File: src/udh_pkg.sv
// package: constants and types for user-defined hash byte extraction
// Function
// - six independently enabled extraction profiles
// - user bytes added to fixed hash fields
// - offset counted from named header end
// - size one to four consecutive bytes
// - offset zero is first payload byte
// - settings apply only to own line card
// - header options ignored when locating bytes
// - hash drives path and member selection
// - only leading IP and transport header matched
// - fixed fields: addresses, protocol, ports, ids
package udh_pkg;
  localparam int NUM_PROF = 6; // ipv4/ipv6 x tcp/udp/other
  localparam int OFS_W = 8; // offset field width
  localparam int SIZE_W = 3; // size field width
  localparam int CARD_W = 4; // line card id width
  localparam logic [2:0] SIZE_MIN = 3'h1; // least extraction size
  localparam logic [2:0] SIZE_MAX = 3'h4; // largest extraction size
  localparam logic [7:0] PROTO_TCP = 8'h06; // ip protocol tcp
  localparam logic [7:0] PROTO_UDP = 8'h11; // ip protocol udp
  localparam logic [15:0] IP4_BASE_LEN = 16'h0014; // basic ipv4 header bytes
  localparam logic [15:0] IP6_BASE_LEN = 16'h0028; // basic ipv6 header bytes
  localparam logic [15:0] TCP_BASE_LEN = 16'h0014; // basic tcp header bytes
  localparam logic [15:0] UDP_LEN = 16'h0008; // udp header bytes
  localparam logic [31:0] HASH_SEED = 32'h811C9DC5; // mixing seed
  localparam logic [31:0] HASH_MUL = 32'h01000193; // mixing multiplier
  typedef enum logic [1:0] {
    ST_IDLE = 2'b00,
    ST_BODY = 2'b01,
    ST_HASH = 2'b10
  } state_t;
endpackage

File: src/udh_extract.sv
// module: user-defined hash byte extraction and hash for path selection
`timescale 1ns/1ps
`default_nettype none
module udh_extract
  import udh_pkg::*;
#(
  parameter int NP = NUM_PROF
) (
  // clock and reset
  input wire logic CLOCK,
  input wire logic RST,
  // this line card and per-profile settings, packed by profile index
  input wire logic [CARD_W-1:0] MY_CARD,
  input wire logic [NP-1:0] PROF_EN,
  input wire logic [NP*CARD_W-1:0] PROF_CARD,
  input wire logic [NP*OFS_W-1:0] PROF_OFS,
  input wire logic [NP*SIZE_W-1:0] PROF_SIZE,
  // packet descriptor from parser, valid with PKT_SOP
  input wire logic PKT_SOP,
  input wire logic PKT_IS_V6,
  input wire logic [7:0] PKT_PROTO,
  input wire logic [127:0] PKT_SRC_IP,
  input wire logic [127:0] PKT_DST_IP,
  input wire logic [19:0] PKT_FLOW_LABEL,
  input wire logic [15:0] PKT_SRC_PORT,
  input wire logic [15:0] PKT_DST_PORT,
  input wire logic [15:0] PKT_IN_IF,
  input wire logic [15:0] PKT_ROUTER_ID,
  // packet byte stream from parser, counted from start of ip header
  input wire logic PKT_BYTE_VLD,
  input wire logic [7:0] PKT_BYTE,
  input wire logic PKT_EOP,
  // hash result towards path and member selection
  output logic [31:0] HASH_OUT,
  output logic HASH_VLD,
  output logic [3:0] USER_LEN,
  output logic [31:0] USER_BYTES
);

  ////////////////////////////////////////////////////////////////////////
  // profile decode
  logic [2:0] prof_idx; // selected profile number
  logic [NP-1:0] prof_hit; // profile enabled here
  logic [15:0] hdr_len; // basic header length, no options

  // profile number is 3*v6 plus 0 tcp, 1 udp, 2 other
  // header length counts only the basic ip and transport header,
  // so option bytes are treated as payload by the offset
  // profile index from ip version and leading transport
  always_comb begin
    prof_idx = PKT_IS_V6 ? 3'h3 : 3'h0;
    if (PKT_PROTO == PROTO_TCP) begin
      hdr_len = (PKT_IS_V6 ? IP6_BASE_LEN : IP4_BASE_LEN) + TCP_BASE_LEN;
    end else if (PKT_PROTO == PROTO_UDP) begin
      prof_idx = prof_idx + 3'h1;
      hdr_len = (PKT_IS_V6 ? IP6_BASE_LEN : IP4_BASE_LEN) + UDP_LEN;
    end else begin
      prof_idx = prof_idx + 3'h2;
      hdr_len = PKT_IS_V6 ? IP6_BASE_LEN : IP4_BASE_LEN;
    end
  end

  // a profile set up for another card is simply never hit
  // per-profile enable gated by line card match
  genvar g;
  generate
    for (g = 0; g < NP; g++) begin : g_prof
      assign prof_hit[g] = PROF_EN[g] && (PROF_CARD[g*CARD_W +: CARD_W] == MY_CARD);
    end
  endgenerate

  ////////////////////////////////////////////////////////////////////////
  // packet state
  state_t state_r;
  logic [15:0] pos_r; // byte position in packet
  logic [15:0] start_r; // first user byte position
  logic [2:0] size_r; // bytes to take, 0 when no profile
  logic [31:0] ubytes_r; // captured user bytes, zero filled
  logic [31:0] fixed_r; // hash of fixed fields
  logic [31:0] hash_r;
  logic hvld_r;

  // multiply after xor spreads each input bit only into the bits above it
  // fold of fixed fields, ipv6 adds flow label
  function automatic logic [31:0] mix(input logic [31:0] h, input logic [31:0] d);
    mix = (h ^ d) * HASH_MUL;
  endfunction

  logic [31:0] fixed_h; // fixed hash of current descriptor
  always_comb begin
    fixed_h = HASH_SEED;
    for (int i = 0; i < 4; i++) begin
      fixed_h = mix(fixed_h, PKT_SRC_IP[i*32 +: 32]);
      fixed_h = mix(fixed_h, PKT_DST_IP[i*32 +: 32]);
    end
    fixed_h = mix(fixed_h, {8'h00, PKT_PROTO, PKT_ROUTER_ID});
    fixed_h = mix(fixed_h, {PKT_SRC_PORT, PKT_DST_PORT});
    fixed_h = mix(fixed_h, {16'h0000, PKT_IN_IF});
    if (PKT_IS_V6) begin
      fixed_h = mix(fixed_h, {12'h000, PKT_FLOW_LABEL});
    end
  end

  // user size of selected profile, zero when profile not hit or size outside legal range
  logic [2:0] sel_size;
  always_comb begin
    sel_size = PROF_SIZE[prof_idx*SIZE_W +: SIZE_W];
    if (!prof_hit[prof_idx] || sel_size < SIZE_MIN || sel_size > SIZE_MAX) begin
      sel_size = 3'h0;
    end
  end

  // idle waits for sop, body takes bytes until eop, hash lasts one cycle
  // a sop seen in body or hash is dropped without notice
  // packet sequencing
  always_ff @(posedge CLOCK) begin
    if (RST) begin
      state_r <= ST_IDLE;
    end else begin
      unique case (state_r)
        ST_IDLE: begin
          if (PKT_SOP) begin
            state_r <= PKT_EOP ? ST_HASH : ST_BODY;
          end
        end
        ST_BODY: begin
          if (PKT_EOP) begin
            state_r <= ST_HASH;
          end
        end
        ST_HASH: begin
          state_r <= ST_IDLE;
        end
        default: begin
          state_r <= ST_IDLE;
        end
      endcase
    end
  end

  // descriptor capture at start of packet
  always_ff @(posedge CLOCK) begin
    if (RST) begin
      start_r <= 16'h0000;
      size_r <= 3'h0;
      fixed_r <= 32'h00000000;
    end else if (state_r == ST_IDLE && PKT_SOP) begin
      start_r <= hdr_len + {8'h00, PROF_OFS[prof_idx*OFS_W +: OFS_W]};
      size_r <= sel_size;
      fixed_r <= fixed_h;
    end
  end

  // positions count from the first ip header byte, which may ride on sop
  // byte position counter, starts at the sop byte
  always_ff @(posedge CLOCK) begin
    if (RST) begin
      pos_r <= 16'h0000;
    end else if (state_r == ST_IDLE && PKT_SOP) begin
      pos_r <= PKT_BYTE_VLD ? 16'h0001 : 16'h0000;
    end else if (state_r == ST_BODY && PKT_BYTE_VLD) begin
      pos_r <= pos_r + 16'h0001;
    end
  end

  // the sop cycle reads the live descriptor, later cycles the copy in
  // start_r and size_r, so a settings change mid-packet is harmless
  // user byte capture; missing bytes stay zero
  logic [15:0] cur_pos; // position of byte on the bus now
  logic [15:0] rel; // distance from start of user bytes
  assign cur_pos = (state_r == ST_IDLE) ? 16'h0000 : pos_r;
  assign rel = cur_pos - ((state_r == ST_IDLE) ? hdr_len + {8'h00, PROF_OFS[prof_idx*OFS_W +: OFS_W]} : start_r);
  logic [2:0] cur_size;
  assign cur_size = (state_r == ST_IDLE) ? sel_size : size_r;

  always_ff @(posedge CLOCK) begin
    if (RST) begin
      ubytes_r <= 32'h00000000;
    end else if (state_r == ST_IDLE && PKT_SOP) begin
      ubytes_r <= 32'h00000000;
      if (PKT_BYTE_VLD && rel < {13'h0000, cur_size}) begin
        ubytes_r[rel[1:0]*8 +: 8] <= PKT_BYTE;
      end
    end else if (state_r == ST_BODY && PKT_BYTE_VLD && cur_pos >= start_r && rel < {13'h0000, cur_size}) begin
      ubytes_r[rel[1:0]*8 +: 8] <= PKT_BYTE;
    end
  end

  ////////////////////////////////////////////////////////////////////////
  // hash and user outputs change together with the valid pulse
  // and then hold until the next packet's result
  // hash result, one per packet
  always_ff @(posedge CLOCK) begin
    if (RST) begin
      hash_r <= 32'h00000000;
      hvld_r <= 1'b0;
    end else begin
      hvld_r <= (state_r == ST_HASH);
      if (state_r == ST_HASH) begin
        // user bytes join, never replace, the fixed fields
        hash_r <= (size_r != 3'h0) ? mix(fixed_r, ubytes_r) : fixed_r;
      end
    end
  end

  // user length is zero when no profile matched, user bytes then zero
  // registered outputs
  always_ff @(posedge CLOCK) begin
    if (RST) begin
      USER_LEN <= 4'h0;
      USER_BYTES <= 32'h00000000;
    end else if (state_r == ST_HASH) begin
      USER_LEN <= {1'b0, size_r};
      USER_BYTES <= ubytes_r;
    end
  end

  assign HASH_OUT = hash_r;
  assign HASH_VLD = hvld_r;

endmodule // udh_extract
`default_nettype wire

File: config.mk
export PLATFORM = sky130hd
export DESIGN_NAME = udh_extract
export DESIGN_NICKNAME = d
export VERILOG_FILES = /design/src/udh_pkg.sv /design/src/udh_extract.sv
export SDC_FILE = /design/constraint.sdc
export NUM_CORES = 2
export LEC_CHECK = 0
export BUFFER_PORTS_ARGS = -buffer_cell sky130_fd_sc_hd__clkbuf_2
export CELL_PAD_IN_SITES_DETAIL_PLACEMENT = 1
export CELL_PAD_IN_SITES_GLOBAL_PLACEMENT = 1
export CORE_MARGIN = 3
export CORE_UTILIZATION = 30
export DETAILED_ROUTE_END_ITERATION = 8
export PLACE_DENSITY_LB_ADDON = 0.2
export SLEW_MARGIN = 20
export SYNTH_ARGS = -nofsm -noshare
export SYNTH_HDL_FRONTEND = slang
export SYNTH_SLANG_ARGS = --single-unit
File: constraint.sdc
create_clock -name CLOCK -period 52.3 [get_ports CLOCK]
set_input_delay 2.615 -clock CLOCK [delete_from_list [all_inputs] [get_ports CLOCK]]
set_output_delay 2.615 -clock CLOCK [all_outputs]
set_load 0.01 [all_outputs]
==> summary.md <==
| Metric | Value |
|---|---|
| Skew-Pair Late Insertion Delay | 470 ps |
| Final worst-path cycle share | 90.3% |
| Worst Skew | 14.0 ps |
| Gr usage total | 18.4% |
| Maxcap violations | 0 |
| Post_cts resized | 0 |
| Initial antenna violation count | 44 |
| Wire per inst | 19.4 um |
| Delay-heaviest family, CP | adder cells |
| Pin count of the biggest net entering global routing | 93 |
| Worst-Margin Slew | 1150 ps |
| Slowest cell on crit path | xnor2_1 |
| RSZ-0062 raised after global routing | false |
| Clk buf depth | 2 |
| Setup ws final | 5060 ps |
| Starting Density | 30.2% |
| Detail Route Antenna Nets | 0 |
| Vias in the first global route | 67,000 |
| Final setup fails | 0 |
| Most common cell on crit path | ha_1 |
| Setup crit start kind | input port |
| Ranking of synthesized cells by area | ha_1 (37%), fa_1 (24%), inv_1 (11%) |
| TritonCTS Sinks | 162 |
| Simple-Gate Fraction of Synth Area | 5.21% |
| Setup Buffers After CTS | 0 |
| Syn Nets | 12,800 |
| Post-synth EDFFs | 0 |
| Final hold vios | 0 |
| FFs w/ async S/R, synth | 0% |
| Pre-CTS WS | 4160 ps |
| XOR/XNOR share of the synthesized area | 10.1% |
| Multi-input gate area | 0.0694 mm^2 |
| Slew Limit Fails | 0 |
| Flop and latch count out of synthesis | 162 |
| Final GP Congestion | 0.859 |
| Post-synth design cell area | 0.0820 mm^2 |
| Synth warn | 0 |
| Unique cell type count in the Yosys netlist | 85 |
| Hold Path Stages | 2 |
| CTS tree | built |
| Hpwl dp | 235 mm |
| Clock period minus worst slack | 47,240 ps |
| Main combinational cell family by area after synthesis | adder cells |
| Buf/Inv on CP | 49 |
| Worst-path fanout max | 8 |
| Synthesis-to-finish area growth | 10.1% |
| DR vias | 60,300 |
| Grt total ovfl | 0 |
| Slew headroom | 22.8% |
| Post-synth top area share | 37.4% |
| CTS buffer count | 17 |
| TritonRoute pass-1 iters | 5 |
| Cells after Synth | 8,960 |
| Die width | 529 um |
| Synthesized area per cell | 9.15 um^2 |
| Hold buffers post-CTS | 0 |
| First-pass GRT wire length | 397 mm |
| Ratio of cells with drive above 1 in the final layout | 7.63% |
| Setup_tns | 0 ps |
| Max Clk Rate | 21.2 MHz |
| Multiplexer area fraction after synthesis | 0.652% |
| Vias/cell | 4.60 |
| DIE AREA | 0.280 mm^2 |
| CP required | 52,620 ps |
| Cell taking the most area after synthesis | ha_1 |
| CP Data Arrival Time | 47,560 ps |
| Cell depth of the worst setup path | 174 |
| Slowest stage delay, CP | 780 ps |
| Die Height | 529 um |
| Final wirelength | 254 mm |
| Iteration-0 DRC Markers | 1,874 |
| Critical Path Sink Type | flip-flop |
| Post-synthesis compound-gate area fraction | 7.60% |
| Port Buf Inserts | 529 |
| Fill cells | 32,000 |
| Post-route DRC | 0 |
| IO Pins | 531 |
| Reg2reg path depth | 24 |
| Register area share after synthesis | 3.96% |
| Reg area | 0.00324 mm^2 |
| # rows | 191 |
| Worst-path clk slew | 80 ps |
| Nets@finish | 13,400 |
| Adder-Cell Fraction of Synth Area | 60.9% |
| HP Class | reg2reg |
| Status | finished, final reports clean |
| Prevailing post-synth register cell | dfxtp_1 |
| Core Footprint | 0.271 mm^2 |
| H-tree levels | 4 |
| Setup CP Type | in2reg |
| CTS root buf | clkbuf_16 |
tightest hold or removal path: stages, from the launching register on:
cell and delay [ps]:
dfxtp_1 310, nand2_1 50, a21oi_1 50
layout by cell type (no fill, tap or decap), types with 39 or more instances in the layout:
master / netlist / final
nor2b_1: 50 / 49
nand2b_1: 64 / 63
fa_1: 964 / 964
mux2i_1: 41 / 39
nand3_1: 49 / 49
ha_1: 2451 / 2451
a211oi_1: 52 / 52
nor3_1: 57 / 56
buf_4: 1 / 96
inv_1: 2444 / 2444
xnor2_1: 572 / 563
xor2_1: 316 / 316
o21ai_0: 163 / 163
o21bai_1: 50 / 50
a21o_1: 98 / 98
nor2_1: 285 / 285
a21oi_1: 351 / 351
clkbuf_2: 0 / 528
dfxtp_1: 162 / 162
nand2_1: 280 / 280
routing by layer:
metal	track usage [%]	vias to the layer above	wire (um)
li1	-	29700	-
met1	26.3	29900	127000
met2	31.1	534	119000
met3	0.985	121	4550
met4	2.35	4	2920
met5	0	-	27
per-stage QoR:
stage	instance area, um^2	instances	utilization (%)	hold WS [ps]
after CTS	90200	13100	33.2	456
after global placement	89600	13100	33.0	446
after floorplan	82000	8960	-	449
after global routing	90300	13100	33.2	474
final	90300	13100	33.2	454
after detailed placement	89600	13100	33.0	446
worst paths after layout:
| path | from | end | slack (ps) |
|---|---|---|---|
| max | PKT_SRC_IP[0] | fixed_r[31] | 5060 |
| min | USER_BYTES[24] | USER_BYTES[24] | 450 |
| max reg2reg | ubytes_r[3] | HASH_OUT[31] | 44880 |
| min reg2reg | USER_BYTES[24] | USER_BYTES[24] | 450 |
layout make-up:
type,instances,area share [%]
multi-input cells,6278,76.9
inverters,2444,10.2
well taps,3570,4.95
repair buffers,624,3.73
flip-flops and latches,162,3.59
clock buffers,17,0.471
clock inverters,15,0.207
diodes,9,0.0250
cell usage after synthesis (all sizes together), types with 38 or more instances:
| cell type | number |
|---|---|
| clkbuf | 66 |
| a21oi | 355 |
| nor3 | 59 |
| fa | 964 |
| ha | 2451 |
| nand2b | 64 |
| nor2b | 50 |
| o21ai | 171 |
| xor2 | 316 |
| nor2 | 285 |
| a211oi | 52 |
| dfxtp | 162 |
| nand2 | 280 |
| mux2i | 41 |
| xnor2 | 575 |
| nand3 | 49 |
| a21o | 98 |
| inv | 2444 |
| o21bai | 50 |
| o21a | 38 |
registers in the layout (all words and copies together), names as in the netlist:
name        count
pos_r          16
size_r          3
fixed_r        32
ubytes_r       32
USER_BYTES     32
USER_LEN        3
HASH_OUT       32
HASH_VLD        1
state_r         2
start_r         9
cells by family (layout without fill, tap and decap cells):
kind of cell,Yosys count,count (layout)
AO/OA/AOI/OAI,980,980
flip-flops,162,162
other,1,10
buffers and inverters,2520,3100
multiplexers,52,52
AND/OR/NAND/NOR,919,919
adder cells (fa/ha/maj),3415,3415
XOR/XNOR,911,911
Power is left out: the tool's default activity adds up to more than one toggle a clock period on the data nets, which glitch-free logic cannot reach.
